--- src/common/pmws_defs.svh ---
// Command codes, field positions and reset values of the warning status bank
`ifndef PMWS_DEFS_SVH
`define PMWS_DEFS_SVH

// Command codes of the three status registers
`define PMWS_CMD_CURRENT 8'h7B
`define PMWS_CMD_INPUT 8'h7C
`define PMWS_CMD_VENDOR 8'h80
// Send-byte command that clears all latched warnings
`define PMWS_CMD_CLEAR 8'h03

// Reset value of every status register and of unmapped reads
`define PMWS_STATUS_RESET 8'h00

// Current status register fields
`define PMWS_BIT_OVERCURRENT 5
// Input status register fields
`define PMWS_BIT_SUPPLY_OV 6
`define PMWS_BIT_SUPPLY_UV 5
`define PMWS_BIT_OVERPOWER 0
// Vendor status register fields
`define PMWS_BIT_AUX_OV 6
`define PMWS_BIT_AUX_UV 5

// Summary positions within the top-level status word
`define PMWS_WORD_CURRENT_BIT 14
`define PMWS_WORD_INPUT_BIT 13
`define PMWS_WORD_VENDOR_BIT 12
`define PMWS_WORD_RESERVED_BIT 15

`endif

--- src/common/pmws_pkg.sv ---
// Types shared by the warning status bank
package pmws_pkg;

	// Averaged measurement results
	typedef struct packed {
		logic [11:0] supply_voltage_input;
		logic [11:0] auxiliary_voltage_input;
		logic [15:0] load_current;
		logic [15:0] input_power;
	} pmws_meas_type;

	// Programmed warning thresholds
	typedef struct packed {
		logic [15:0] overcurrent_threshold;
		logic [11:0] supply_overvoltage_threshold;
		logic [11:0] supply_undervoltage_threshold;
		logic [15:0] overpower_threshold;
		logic [11:0] aux_overvoltage_threshold;
		logic [11:0] aux_undervoltage_threshold;
	} pmws_limits_type;

	// One-cycle limit crossing events
	typedef struct packed {
		logic overcurrent;
		logic supply_overvoltage;
		logic supply_undervoltage;
		logic overpower;
		logic aux_overvoltage;
		logic aux_undervoltage;
	} pmws_events_type;

	// Command from the serial protocol engine
	typedef struct packed {
		logic valid;
		logic [7:0] code;
	} pmws_cmd_type;

endpackage

--- src/hdl/pmws_status.sv ---
// Warning status bank: latched flags, command reads, summary bits
//
// Overview of operation
// - Overcurrent against threshold latches bit 5 of current status register.
// - Current status register bits 7 to 6 always read zero.
// - Supply above overvoltage threshold latches bit 6 of input status.
// - Supply below undervoltage threshold latches bit 5 of input status.
// - Input power crossing overpower threshold latches bit 0 of input status.
// - Input status bit 7 and bits 4 to 1 always read zero.
// - Auxiliary above overvoltage threshold latches bit 6 of vendor status.
// - Auxiliary below undervoltage threshold latches bit 5 of vendor status.
// - Bits 4 to 0 of current and vendor, vendor bit 7 read zero.
// - Reset clears all three status registers to zero.
// - Status word bits 14, 13, 12 show any set bit per register.
// - Positive power limit trips higher, negative limit trips more negative.
`include "pmws_defs.svh"

module pmws_status (
	// Clock and reset
	input wire logic clk,
	input wire logic rst_n,
	// Averaged measurements and thresholds
	input wire logic meas_valid,
	input wire pmws_pkg::pmws_meas_type meas,
	input wire pmws_pkg::pmws_limits_type limits,
	// Command port from the serial engine
	input wire pmws_pkg::pmws_cmd_type cmd,
	// Read answer
	output logic rd_valid_q,
	output logic [7:0] rd_data_q,
	output logic rd_unmapped_q,
	// Register contents and summary
	output logic [7:0] current_warning_status_q,
	output logic [7:0] input_warning_status_q,
	output logic [7:0] vendor_warning_status_q,
	output logic [15:12] summary_q
);

	////////////////////////////////////////////////////////////////////////
	// Comparators

	pmws_pkg::pmws_events_type events;

	pmws_compare u_compare (
		.clk(clk),
		.rst_n(rst_n),
		.meas_valid(meas_valid),
		.meas(meas),
		.limits(limits),
		.events_q(events)
	);

	////////////////////////////////////////////////////////////////////////
	// Command decode

	logic hit_current;
	logic hit_input;
	logic hit_vendor;
	logic hit_clear;
	logic clear;

	assign hit_current = cmd.code == `PMWS_CMD_CURRENT;
	assign hit_input = cmd.code == `PMWS_CMD_INPUT;
	assign hit_vendor = cmd.code == `PMWS_CMD_VENDOR;
	assign hit_clear = cmd.code == `PMWS_CMD_CLEAR;
	assign clear = cmd.valid && hit_clear;

	////////////////////////////////////////////////////////////////////////
	// Latched flags

	logic overcurrent_flag_q;
	logic supply_overvoltage_flag_q;
	logic supply_undervoltage_flag_q;
	logic overpower_flag_q;
	logic aux_overvoltage_flag_q;
	logic aux_undervoltage_flag_q;
	logic overcurrent_flag_d;
	logic supply_overvoltage_flag_d;
	logic supply_undervoltage_flag_d;
	logic overpower_flag_d;
	logic aux_overvoltage_flag_d;
	logic aux_undervoltage_flag_d;

	assign overcurrent_flag_d = (overcurrent_flag_q && !clear) || events.overcurrent;
	assign supply_overvoltage_flag_d = (supply_overvoltage_flag_q && !clear) ||
		events.supply_overvoltage;
	assign supply_undervoltage_flag_d = (supply_undervoltage_flag_q && !clear) ||
		events.supply_undervoltage;
	assign overpower_flag_d = (overpower_flag_q && !clear) || events.overpower;
	assign aux_overvoltage_flag_d = (aux_overvoltage_flag_q && !clear) ||
		events.aux_overvoltage;
	assign aux_undervoltage_flag_d = (aux_undervoltage_flag_q && !clear) ||
		events.aux_undervoltage;

	always_ff @(posedge clk) begin
		if (!rst_n) begin
			overcurrent_flag_q <= 1'b0;
			supply_overvoltage_flag_q <= 1'b0;
			supply_undervoltage_flag_q <= 1'b0;
			overpower_flag_q <= 1'b0;
			aux_overvoltage_flag_q <= 1'b0;
			aux_undervoltage_flag_q <= 1'b0;
		end else begin
			overcurrent_flag_q <= overcurrent_flag_d;
			supply_overvoltage_flag_q <= supply_overvoltage_flag_d;
			supply_undervoltage_flag_q <= supply_undervoltage_flag_d;
			overpower_flag_q <= overpower_flag_d;
			aux_overvoltage_flag_q <= aux_overvoltage_flag_d;
			aux_undervoltage_flag_q <= aux_undervoltage_flag_d;
		end
	end

	////////////////////////////////////////////////////////////////////////
	// Register images

	logic [7:0] current_image_d;
	logic [7:0] input_image_d;
	logic [7:0] vendor_image_d;

	// overcurrent field; upper bits zero; low bits zero
	always_comb begin
		current_image_d = `PMWS_STATUS_RESET;
		current_image_d[`PMWS_BIT_OVERCURRENT] = overcurrent_flag_d;
	end

	always_comb begin
		input_image_d = `PMWS_STATUS_RESET;
		input_image_d[`PMWS_BIT_SUPPLY_OV] = supply_overvoltage_flag_d;
		input_image_d[`PMWS_BIT_SUPPLY_UV] = supply_undervoltage_flag_d;
		input_image_d[`PMWS_BIT_OVERPOWER] = overpower_flag_d;
	end

	// aux overvoltage; aux undervoltage; rest zero
	always_comb begin
		vendor_image_d = `PMWS_STATUS_RESET;
		vendor_image_d[`PMWS_BIT_AUX_OV] = aux_overvoltage_flag_d;
		vendor_image_d[`PMWS_BIT_AUX_UV] = aux_undervoltage_flag_d;
	end

	always_ff @(posedge clk) begin
		if (!rst_n) begin
			current_warning_status_q <= `PMWS_STATUS_RESET;
			input_warning_status_q <= `PMWS_STATUS_RESET;
			vendor_warning_status_q <= `PMWS_STATUS_RESET;
		end else begin
			current_warning_status_q <= current_image_d;
			input_warning_status_q <= input_image_d;
			vendor_warning_status_q <= vendor_image_d;
		end
	end

	////////////////////////////////////////////////////////////////////////
	// Status word summary

	logic [15:12] summary_d;

	always_comb begin
		summary_d = '0;
		summary_d[`PMWS_WORD_CURRENT_BIT] = |current_image_d;
		summary_d[`PMWS_WORD_INPUT_BIT] = |input_image_d;
		summary_d[`PMWS_WORD_VENDOR_BIT] = |vendor_image_d;
	end

	always_ff @(posedge clk) begin
		if (!rst_n) begin
			summary_q <= '0;
		end else begin
			summary_q <= summary_d;
		end
	end

	////////////////////////////////////////////////////////////////////////
	// Read answer

	logic [7:0] rd_data_d;
	logic rd_unmapped_d;

	assign rd_data_d = hit_current ? current_warning_status_q :
		hit_input ? input_warning_status_q :
		hit_vendor ? vendor_warning_status_q : `PMWS_STATUS_RESET;
	assign rd_unmapped_d = !(hit_current || hit_input || hit_vendor || hit_clear);

	// Every command is answered one cycle later
	always_ff @(posedge clk) begin
		if (!rst_n) begin
			rd_valid_q <= 1'b0;
			rd_data_q <= `PMWS_STATUS_RESET;
			rd_unmapped_q <= 1'b0;
		end else begin
			rd_valid_q <= cmd.valid;
			rd_data_q <= cmd.valid ? rd_data_d : `PMWS_STATUS_RESET;
			rd_unmapped_q <= cmd.valid && rd_unmapped_d;
		end
	end
endmodule // pmws_status

--- src/hdl/pmws_compare.sv ---
// Limit comparators, evaluated once per averaged measurement
module pmws_compare (
	// Clock and reset
	input wire logic clk,
	input wire logic rst_n,
	// Measurement and thresholds
	input wire logic meas_valid,
	input wire pmws_pkg::pmws_meas_type meas,
	input wire pmws_pkg::pmws_limits_type limits,
	// Crossing events
	output pmws_pkg::pmws_events_type events_q
);

	////////////////////////////////////////////////////////////////////////
	// Compare functions

	function automatic logic above_u12(input logic [11:0] value, input logic [11:0] limit);
		above_u12 = value > limit;
	endfunction

	function automatic logic below_u12(input logic [11:0] value, input logic [11:0] limit);
		below_u12 = value < limit;
	endfunction

	// Sign of the limit picks the direction of the trip
	function automatic logic power_trip(input logic [15:0] value, input logic [15:0] limit);
		if (limit[15]) begin
			power_trip = $signed(value) < $signed(limit);
		end else begin
			power_trip = $signed(value) > $signed(limit);
		end
	endfunction

	////////////////////////////////////////////////////////////////////////
	// Combinational trips

	pmws_pkg::pmws_events_type trip_d;

	assign trip_d.overcurrent = $signed(meas.load_current) > $signed(limits.overcurrent_threshold);
	assign trip_d.supply_overvoltage = above_u12(meas.supply_voltage_input,
		limits.supply_overvoltage_threshold);
	assign trip_d.supply_undervoltage = below_u12(meas.supply_voltage_input,
		limits.supply_undervoltage_threshold);
	assign trip_d.overpower = power_trip(meas.input_power, limits.overpower_threshold);
	assign trip_d.aux_overvoltage = above_u12(meas.auxiliary_voltage_input,
		limits.aux_overvoltage_threshold);
	assign trip_d.aux_undervoltage = below_u12(meas.auxiliary_voltage_input,
		limits.aux_undervoltage_threshold);

	////////////////////////////////////////////////////////////////////////
	// Event register

	always_ff @(posedge clk) begin
		if (!rst_n) begin
			events_q <= '0;
		end else begin
			events_q <= meas_valid ? trip_d : '0;
		end
	end
endmodule // pmws_compare

--- config.mk ---
export PLATFORM = sky130hd
export DESIGN_NAME = pmws_status
export DESIGN_NICKNAME = d
export VERILOG_FILES = /design/src/common/pmws_pkg.sv /design/src/hdl/pmws_status.sv /design/src/hdl/pmws_compare.sv
export VERILOG_INCLUDE_DIRS = /design/src /design/src/common
export SDC_FILE = /design/constraint.sdc
export NUM_CORES = 1
export LEC_CHECK = 0
export ABC_AREA = 1
export BUFFER_PORTS_ARGS = -buffer_cell sky130_fd_sc_hd__buf_2
export CAP_MARGIN = 10
export CORE_MARGIN = 2
export CORE_UTILIZATION = 48
export DETAILED_ROUTE_END_ITERATION = 8
export PLACE_DENSITY = 0.95
export SETUP_SLACK_MARGIN = 0.02
export SYNTH_ARGS = -nofsm -noshare
export SYNTH_HDL_FRONTEND = slang
export SYNTH_SLANG_ARGS = --single-unit
--- constraint.sdc ---
create_clock -name clk -period 2.9 [get_ports clk]
set_input_delay 0.435 -clock clk [delete_from_list [all_inputs] [get_ports clk]]
set_output_delay 0.435 -clock clk [all_outputs]
set_load 0.05 [all_outputs]
-- Yosys cells after proc, flatten, opt, wreduce, memory -nomap -nowiden
Cells that the tools add are included.
- register bits: 49
- input bits: 148
- magnitude comparators: 7
- eq/ne operators: 4
- multiplexer cells: 4
- reduce and logical (&&, ||, !) cells: 23
- operators by type and width (kind ; number):
    > comparator 16 bit ; 2
    > comparator 12 bit ; 2
    < comparator 12 bit ; 2
    2-to-1 mux 8 bit ; 3
    == test 8 x 7 -> 1 bit (second input constant) ; 2
    < comparator 16 bit ; 1
    logical OR 1 bit ; 9
    == test 8 x 2 -> 1 bit (second input constant) ; 1
    == test 8 bit (second input constant) ; 1
    logical AND 1 bit ; 8
    AND reduction 2 bit ; 2
    OR reduction 3 bit ; 1
    zero test 1 bit ; 2
    OR reduction 2 bit ; 1
    2-to-1 mux 1 bit ; 1

-- Depth between registers and ports, before layout
Gate-level depths: netlist (run 1).
- depth after elaboration: 6
- mapped depth: 13

-- Hierarchy
From an unflattened synthesis (run 1), not the netlist that was laid out.
- cell total of the unflattened synthesis: 453
- area, all modules: 3021.6 um2
- modules (own cells, without submodules) (module ; times used ; cells each ; area an instance (um2) ; seq. area each (um2)):
    pmws_compare ; 1 ; 343 ; 2199.6 ; 120.1
    pmws_status ; 1 ; 110 ; 822.0 ; 260.2

-- Worst setup path before layout (run 1)
No wires, ideal clock.
- kind: input to register
- start point: in limits[39] in the netlist's numbering
- end point: reg u_compare.events_q[2] in the netlist's numbering
- library setup time: 0.115 ns
- arrival: 1.450 ns
- required time: 2.785 ns
- slack: 1.335 ns
- stages on the path: 10
- buffers on the path: 0
- path through: inv_1 ha_1 nand2_2 inv_1 nand2_1 nand2_1 a21oi_1 nand4_1 a21oi_1 nor2_1
- word-level cells in the longest chain between the ends: 2
- elaborated cells on any way between the ends: 3
- classes of those cells: order compare (2); mux (1)
- ends and longest elaborated chain (item ; line ; RTL):
    start, declared ; pmws_status.sv:25 ; input wire pmws_pkg::pmws_limits_type limits,
    > comparator 16 bit or < comparator 16 bit (tied branches) ; pmws_compare.sv:30, pmws_compare.sv:28 ;
    2-to-1 mux 1 bit (*) ; pmws_compare.sv:27 ; if (limit[15]) begin
    end signal, assigned ; pmws_compare.sv:57 ; events_q <= meas_valid ? trip_d : '0;
    end, declared ; pmws_compare.sv:11 ; output pmws_pkg::pmws_events_type events_q
Every way passes the cells marked *; elsewhere a longest branch is shown, timed or not.
A chain may end at the register's enable or synchronous reset.

-- Worst setup path after layout (run 1)
Ends and elaborated chain as after synthesis.

==> out/metrics.yaml, run 1 <==
status:
  status: "complete, no violations"
critical_path:
  critical_path_arrival_ns: 1.70
  crit_family: "simple AND/OR/NAND/NOR gates"
  crit_type: "in2reg"
  critPathLaunch: "limits[39]"
  rr_worst_depth: 4
  crit_buf_inv: 3
  path_max_fanout: 2
  crit_chain: "buf_2 > inv_1 > ha_1 > nand2_2 > inv_1 > nand2_1 > nand2_1 > a21oi_1 > nand4_1 > a21oi_1 > nor2_1"
  slowest_delay_ns: 0.30
  reg2reg_to: "rd_data_q[5]"
  cp_slowest_cell: "ha_1"
  start_kind: "input port"
  cp-end-kind: "flop"
  worst-r2r-setup-slack_ns: 2.06
  r2r_start: "current_warning_status_q[5]"
  cp.required_ns: 3.05
clock_network:
  clkTransAtPathRegs_ns: 0.07
  clk_path_buf_depth: 2
  numClockSinks: 19
  cts.repair.resized: 0
  clock_latency_ns: 0.25
  cts_setup_buffers: 0
  cts_tree: "done"
  h-tree-depth: 1
  clock-root-buffer: "clkbuf_8"
  numCtsBuffers: 3
  postCtsHoldBufs: 0
timing:
  rsz0062_at_grt: "false"
  tns_ns: 0
  fin_crit_ns: 1.55
  drv_slew: 0
  hold_viol: 0
  fmax_ghz: 0.644
  clock_skew_ns: 0.000471
  final.period_utilization_pct: 53.6
  setup_violations: 0
grt:
  grt_pass1_vias: 3290
  grt_use_total_pct: 21.3
  grt_max_degree: 11
  grt_overflow: 0
  grt_pass1_wl_mm: 12.8
  antenna_found_initial: 0
cells_and_area:
  final_cell_mix: "buf_2 (161), inv_1 (110), ha_1 (78), nand2_1 (74), a21oi_1 (47)"
  nets: 831
  layout-drive-gt1-share_pct: 29.5
  layout.cells.non_filler: 679
  final_common_cell: "buf_2"
  num_antenna_cells: 0
  area_delta_synth_final_pct: 26.7
detailed_routing:
  ant_nets: 0
  num_vias: 3213
  drc: 0
  drtIter0Drc: 46
  wl_per_cell_um: 10.8
  dr.pass1.iters: 4
  totalWireLength_mm: 7.33
  viasPerCell: 4.73
worst_hold_path:
  whs_path_depth: 3
  min_from: "limits[39]"
  hp-class: "in2reg"
  hold_path_end: "u_compare.events_q[2]"
placement:
  place.gp.congestion: 0.835
  hpwl_mm: 6.78
  place_inst: 675
  portBuffers: 161
die:
  die_y_um: 83.0
  core_area_um2: 5990
  die_w_um: 83.0
  die_area_um2: 6890
  initial_utilization_pct: 50.0
  top_level_ports: 186
  rows: 28
power_and_ir_drop:
  powerDensity_nw_per_um2: 260
  power.total_w: 0.000987
  ir_worst_vdd_mv: 0.358
  p_leak_nw: 2.49
logic_synthesis:
  avgSynthCellArea_um2: 6.70
  netlist_instances: 447
  yosysUniqueCellTypes: 25
  synth.cell_area_um2: 3000
  ys_seq_elements: 19
  ys_seq_area_share_pct: 12.7
  yosysWarnings: 0
run:
  drv_cap: 0
tightest hold or removal path, delay by kind of cell:
family,cells,cell delay [ns]
simple gates,1,0.10
buf+inv,1,0.09
compound gates,1,0.04
power by group:
group	total [W]	switching [W]	internal (W)	leakage, nW
combinational	0.000520	0.000321	0.000199	2.31
sequential	0.000285	0.00000798	0.000277	0.156
clock	0.000181	0.0000838	0.0000975	0.0228
per-layer routing:
metal | global-route usage (%) | routed length, um | up-vias
li1 | - | - | 1676
met1 | 20.4 | 2770 | 1399
met2 | 45.2 | 4000 | 120
met3 | 4.08 | 407 | 18
met4 | 5.22 | 147 | 0
met5 | 0 | 0 | -
cell families (layout without fill, tap and decap cells):
logic type | Yosys count | in the layout | share of synthesized area, %
AOI/OAI and AO/OA | 68 | 68 | 12.2
adders and majority gates | 78 | 78 | 32.6
buffers and inverters | 141 | 275 | 21.6
DFF | 19 | 19 | 12.7
other | 1 | 24 | 0.125
and+or+nand+nor | 140 | 140 | 20.8
registers in the layout, indices dropped and copies added (netlist names), 2 cells and up:
name and flops:
summary_q 2, rd_data_q 3, u_compare.events_q 6, input_warning_status_q 2
worst max path at each step:
stage          slack (ns)  cells past startpoint                    end
2_1_floorplan        1.33                     10  u_compare.events_q[2]
3_3_place_gp         1.17                     11  u_compare.events_q[2]
3_5_place_dp         1.09                     11  u_compare.events_q[2]
4_1_cts              1.35                     11  u_compare.events_q[2]
5_1_grt              1.22                     11  u_compare.events_q[2]
6_report             1.35                     11  u_compare.events_q[2]
area by class of cell:
class | instances | area (um2)
fill | 547 | 2200
multi-input combinational | 310 | 2060
timing repair buffer | 161 | 806
inverter | 110 | 413
sequential | 19 | 380
tap | 75 | 93.8
clock buffer | 4 | 45.0
Yosys cell counts:
library cell | n | area [um2]
inv_1 | 110 | 413
ha_1 | 78 | 976
nand2_1 | 74 | 278
a21oi_1 | 47 | 235
nor2_1 | 33 | 124
buf_4 | 31 | 233
dfxtp_1 | 19 | 380
nand3_1 | 10 | 50.1
o21ai_0 | 10 | 50.1
nand2_2 | 5 | 31.3
nand4_1 | 5 | 31.3
nor3_1 | 4 | 20.0
o31ai_1 | 4 | 30.0
nor2_4 | 3 | 33.8
o21bai_1 | 3 | 22.5
a31oi_1 | 2 | 12.5
conb_1 | 1 | 3.75
nand3_2 | 1 | 10.0
nand3_4 | 1 | 17.5
nor2_2 | 1 | 6.26
o21a_1 | 1 | 7.51
o21ai_2 | 1 | 8.76
or2_1 | 1 | 6.26
or2_2 | 1 | 6.26
or2_4 | 1 | 8.76
stage by stage:
step,instance area [um2],hold slack [ns],setup WS (ns),utilization (%)
after global placement,3750,0.432,1.17,62.6
after floorplan,3080,0.413,1.33,-
after CTS,3790,0.442,1.35,63.3
after detailed placement,3750,0.445,1.09,62.6
final,3790,0.447,1.35,63.3
after global routing,3790,0.467,1.22,63.3
Note: power is estimated with default switching activity, not from simulation.
==> inputs of run 2 (changes only) <==
--- a/config.mk
+++ b/config.mk
@@ -10,9 +10,9 @@
 export BUFFER_PORTS_ARGS = -buffer_cell sky130_fd_sc_hd__buf_2
 export CAP_MARGIN = 10
 export CORE_MARGIN = 2
-export CORE_UTILIZATION = 48
+export CORE_UTILIZATION = 44
 export DETAILED_ROUTE_END_ITERATION = 8
-export PLACE_DENSITY = 0.95
+export PLACE_DENSITY = 0.94
 export SETUP_SLACK_MARGIN = 0.02
 export SYNTH_ARGS = -nofsm -noshare
 export SYNTH_HDL_FRONTEND = slang
==> constraint.sdc (replaced) <==
create_clock -name clk -period 1.49 [get_ports clk]
set_input_delay 0.2235 -clock clk [delete_from_list [all_inputs] [get_ports clk]]
set_output_delay 0.2235 -clock clk [all_outputs]
set_load 0.05 [all_outputs]
==> run 2 against run 1 <==
  * Worst setup slack worse by 1.2 ns
  * Critical path depth is 1 higher
  * Hold slack worse by 0.18 ns
  * Sequential cell count stayed put
==> out/metrics.yaml, run 2 (synthesis results as in run 1) <==
status:
  status: "complete, no violations"
power_and_ir_drop:
  power.total_w: 0.00191
  combPwrFrac_pct: 53.4
  p_leak_nw: 2.50
  p_int_w: 0.00112
  clkPwrFrac_pct: 17.7
  pwr-share-seq_pct: 28.9
  p_switching_w: 0.000796
  sw_frac_of_total_pct: 41.6
  ir_worst_vdd_mv: 0.262
  powerDensity_nw_per_um2: 500
timing:
  drv_slew: 0
  setup_ws_ns: 0.140
  fin_crit_ns: 1.35
  tns_ns: 0
  fmax_ghz: 0.741
  clock_skew_ns: 0.00348
  hold_viol: 0
  rsz0062_at_grt: "false"
  setup_violations: 0
  final.period_utilization_pct: 90.6
critical_path:
  reg2reg_to: "rd_data_q[5]"
  crit_type: "in2reg"
  r2r_start: "current_warning_status_q[5]"
  slowest_delay_ns: 0.29
  crit_family: "simple AND/OR/NAND/NOR gates"
  rr_worst_depth: 4
  worst-r2r-setup-slack_ns: 0.71
  crit_chain: "buf_2 > inv_1 > ha_1 > nand2_2 > nor2_4 > nand2_2 > nor2_4 > nand2_2 > nand3_2 > nand2_2 > a21oi_1 > nor2_1"
  cp-endpoint: "u_compare.events_q[2]"
  critPathLaunch: "limits[39]"
  cp.depth: 12
  crit_top_cell: "nand2_2"
  cp-end-kind: "flop"
  cp.required_ns: 1.63
  start_kind: "input port"
  crit_buf_inv: 2
  cp_slowest_cell: "ha_1"
  path_max_fanout: 3
  critical_path_arrival_ns: 1.49
detailed_routing:
  num_vias: 3245
  route.met3.wl_um: 350
  top_layer_used: "met4"
  dr.pass1.iters: 5
  drtIter0Drc: 55
  viasPerCell: 4.72
  wl_per_cell_um: 10.5
  ant_nets: 0
  totalWireLength_mm: 7.21
  met2_length_mm: 4.10
  drc: 0
  wirelength_met1_mm: 2.72
die:
  top_level_ports: 186
  die_y_um: 86.5
  rows: 30
  initial_utilization_pct: 44.8
  die_area_um2: 7480
  die_w_um: 86.5
  core_area_um2: 6680
grt:
  grt_use_total_pct: 19.2
  grt_pass1_vias: 3255
  grt_pass1_wl_mm: 12.1
  grt_overflow: 0
  grt_max_degree: 12
  antenna_found_initial: 0
run:
  drv_cap: 0
placement:
  place.gp.congestion: 0.849
  postPlaceCellArea_um2: 3780
  pre_cts_ws_ns: -0.0995
  hpwl_mm: 6.82
  portBuffers: 161
clock_network:
  clock-root-buffer: "clkbuf_8"
  clock_latency_ns: 0.25
  numCtsBuffers: 3
  cts_setup_buffers: 0
  cts_tree: "done"
  h-tree-depth: 1
  numClockSinks: 19
  clk_path_buf_depth: 2
  clkTransAtPathRegs_ns: 0.07
cells_and_area:
  nets: 834
  stdcell_area_um2: 3830
  layout-drive-gt1-share_pct: 30.1
  area_delta_synth_final_pct: 27.8
  final_common_cell: "buf_2"
  top_register: "u_compare.events_q"
  final_cell_mix: "buf_2 (161), inv_1 (110), ha_1 (78), nand2_1 (74), a21oi_1 (46)"
  largest_reg_flops: 6
  reg.largest.list: "u_compare.events_q: 6 flops, rd_data_q: 3 flops"
  num_antenna_cells: 0
worst_hold_path:
  min_from: "rst_n"
  hp-class: "in2reg"
==> run 2: cell types whose count changed in the layout (fill, tap and decap cells not counted) <==
cell | previous run | this run
clkbuf_1 | 1 | 0
clkinv_2 | 0 | 1
buf_4 | 0 | 3
a21oi_1 | 47 | 46
a21oi_2 | 0 | 1
==> run 2: final cells by class <==
class	instances	area [um2]
Fill cell	636	2850
Multi-Input combinational cell	310	2060
Timing Repair Buffer	164	828
Inverter	110	413
Sequential cell	19	380
Tap cell	80	100
Clock buffer	3	41.3
Clock inverter	1	5.00
==> run 2: metrics by stage <==
| stage | util, % | hold slack [ns] | std cells |
|---|---|---|---|
| after floorplan | - | 0.355 | 470 |
| final | 57.3 | 0.267 | 687 |
| after global placement | 56.5 | 0.424 | 683 |
| after global routing | 57.3 | 0.259 | 687 |
| after detailed placement | 56.5 | 0.432 | 683 |
| after CTS | 57.2 | 0.260 | 687 |
==> run 2: worst min-delay path by stage <==
stage	to	slack, ns	cells past startpoint
after detailed placement	current_warning_status_q[5]	0.43	2
after CTS	rd_valid_q	0.26	3
after global routing	rd_valid_q	0.26	3
final	rd_valid_q	0.27	3
after floorplan	u_compare.events_q[2]	0.36	2
after global placement	current_warning_status_q[5]	0.42	2
==> run 2: repair_timing <==
item	4_1_cts	5_1_grt
hold buffers	0	0
setup endpoints to repair	0	1
endpoints found under the hold margin	0	0
gates resized for setup	0	1
==> run 2: power groups by stage <==
| stage | logic [W] | clock network, W | registers (W) |
|---|---|---|---|
| 2_1_floorplan | 0.000694 | 0 | 0.000596 |
| 3_3_place_gp | 0.000967 | 0 | 0.000565 |
| 3_5_place_dp | 0.00102 | 0 | 0.000565 |
| 4_1_cts | 0.00103 | 0.000349 | 0.000553 |
| 5_1_grt | 0.00116 | 0.000367 | 0.000557 |
| 6_report | 0.00102 | 0.000340 | 0.000553 |
==> run 2: worst register-to-register path, delay by kind of cell, from the launching register on <==
kind	cells	cell delay (ns)
flip-flops	1	0.37
AND/OR/NAND/NOR	1	0.09
AO/OA/AOI/OAI	2	0.22
buffers and inverters	1	0.05
==> run 2: metal layers <==
layer | vias up | track usage, %
met5 | - | 0
met4 | 0 | 2.98
met3 | 6 | 2.19
met2 | 104 | 40.6
met1 | 1456 | 20.0
li1 | 1679 | -
==> inputs of run 3 (changes only) <==
--- a/config.mk
+++ b/config.mk
@@ -12,7 +12,8 @@
 export CORE_MARGIN = 2
 export CORE_UTILIZATION = 44
 export DETAILED_ROUTE_END_ITERATION = 8
-export PLACE_DENSITY = 0.94
+export PLACE_DENSITY = 0.84
+export REMOVE_ABC_BUFFERS = 1
 export SETUP_SLACK_MARGIN = 0.02
 export SYNTH_ARGS = -nofsm -noshare
 export SYNTH_HDL_FRONTEND = slang
==> run 3 against run 2 <==
  * Critical path depth did not move
  * Sequential cell count is the same
  * Largest power group unchanged
  * Power is 0.53% lower
  * Die area unchanged
  * Sequential share of layout area did not move
==> out/metrics.yaml, run 3 (synthesis results as in run 1) <==
status:
  status: "complete, no violations"
timing:
  final.period_utilization_pct: 86.2
  setup_violations: 0
  drv_slew: 0
  rsz0062_at_grt: "false"
  clock_skew_ns: 0.00789
  hold_viol: 0
  fin_crit_ns: 1.28
  fmax_ghz: 0.779
worst_hold_path:
  min_from: "rst_n"
  hold_path_end: "rd_valid_q"
  hp-class: "in2reg"
  whs_path_depth: 3
die:
  die_y_um: 86.5
  die_w_um: 86.5
  die_area_um2: 7480
  rows: 30
  initial_utilization_pct: 44.8
  core_area_um2: 6680
  top_level_ports: 186
placement:
  postPlaceCellArea_um2: 3780
  place.gp.congestion: 0.866
  hpwl_mm: 6.55
  portBuffers: 161
critical_path:
  crit_buf_inv: 2
  slowest_delay_ns: 0.31
  worst-r2r-setup-slack_ns: 0.69
  critical_path_arrival_ns: 1.43
  crit_chain: "buf_2 > inv_1 > ha_1 > nand2_2 > nor2_2 > nand2_2 > nor2_4 > nand2_2 > nand3_2 > nand2_2 > a21oi_1 > nor2_1"
  start_kind: "input port"
  rr_worst_depth: 4
  r2r_start: "current_warning_status_q[5]"
  crit_family: "simple AND/OR/NAND/NOR gates"
  crit_type: "in2reg"
  cp.required_ns: 1.64
  cp_slowest_cell: "ha_1"
  path_max_fanout: 2
  cp-end-kind: "flop"
  crit_top_cell: "nand2_2"
  reg2reg_to: "rd_data_q[5]"
cells_and_area:
  layout-drive-gt1-share_pct: 30.1
  stdcell_area_um2: 3830
  nets: 834
  largest_reg_flops: 6
  final_util_pct: 57.3
  final_cell_mix: "buf_2 (161), inv_1 (110), ha_1 (78), nand2_1 (74), a21oi_1 (46)"
  num_antenna_cells: 0
  final_common_cell: "buf_2"
  area_delta_synth_final_pct: 27.8
  top_register: "u_compare.events_q"
  reg.largest.list: "u_compare.events_q: 6 flops, rd_data_q: 3 flops"
detailed_routing:
  totalWireLength_mm: 6.98
  wl_per_cell_um: 10.2
  drtIter0Drc: 53
  num_vias: 3125
  dr.pass1.iters: 4
  viasPerCell: 4.55
  ant_nets: 0
  drc: 0
clock_network:
  clkTransAtPathRegs_ns: 0.07
  clk_path_buf_depth: 2
  numClockSinks: 19
  cts_tree: "done"
  numCtsBuffers: 3
  cts.repair.resized: 0
  clock-root-buffer: "clkbuf_8"
  h-tree-depth: 1
  clock_latency_ns: 0.25
  cts_setup_buffers: 0
  postCtsHoldBufs: 0
grt:
  grt_use_total_pct: 17.9
  grt_use_met3_pct: 2.00
  grt_overflow: 0
  antenna_found_initial: 0
  grt_pass1_wl_mm: 11.4
  grt_util_met1_pct: 20.8
  grt_max_degree: 12
  globalRouteMet2Util_pct: 35.1
  grt.busiest_layer: "met2"
  grt_pass1_vias: 2951
run:
  drv_cap: 0
power_and_ir_drop:
  ir_worst_vdd_mv: 0.206
  p_leak_nw: 2.50
  powerDensity_nw_per_um2: 498
==> run 3: cell counts in the layout (fill, tap and decap cells not counted) <==
Identical to the previous run, type by type.
==> run 3: per-stage QoR <==
stage          power (W)  instances  setup TNS, ns  hold slack (ns)  worst slack, ns
2_1_floorplan    0.00122        439              0            0.355            0.120
3_3_place_gp     0.00154        683        -0.0178            0.422          -0.0178
3_5_place_dp     0.00157        683        -0.0969            0.437          -0.0969
4_1_cts          0.00192        687              0            0.251            0.163
5_1_grt          0.00208        687              0            0.272           0.0823
6_report         0.00190        687              0            0.265            0.206
==> run 3: how the worst max path moves through the flow <==
stage	from	endpoint	slack (ns)	cells past startpoint
global route	limits[39]	u_compare.events_q[2]	0.08	11
CTS	limits[39]	u_compare.events_q[2]	0.16	11
detailed placement	limits[39]	u_compare.events_q[2]	-0.1	11
finish	limits[35]	u_compare.events_q[2]	0.21	12
global placement	limits[39]	u_compare.events_q[2]	-0.02	11
floorplan	current_warning_status_q[5]	rd_data_q[5]	0.12	4
==> run 3: worst min-delay path, stage by stage <==
cell and delay (ns):
buf_2 0.11, nand2_1 0.06, inv_1 0.06
==> run 3: report_power, final <==
part           total (W)  switching (W)  internal [W]
clock network   0.000344       0.000159      0.000185
registers       0.000553      0.0000139      0.000539
logic            0.00101       0.000615      0.000391
total            0.00190       0.000789       0.00112
==> run 3: routing by layer <==
layer	vias up	part of all wire [%]
met1	1337	41
li1	1681	-
met4	0	1.2
met2	97	52
met3	10	5.4
met5	-	0
==> run 3: area by class of cell <==
cell class,instances,area [um2]
multi-input combinational,310,2060
clock inverter,1,5.00
tap,80,100
sequential,19,380
clock buffer,3,41.3
timing repair buffer,164,828
inverter,110,413
fill,650,2850
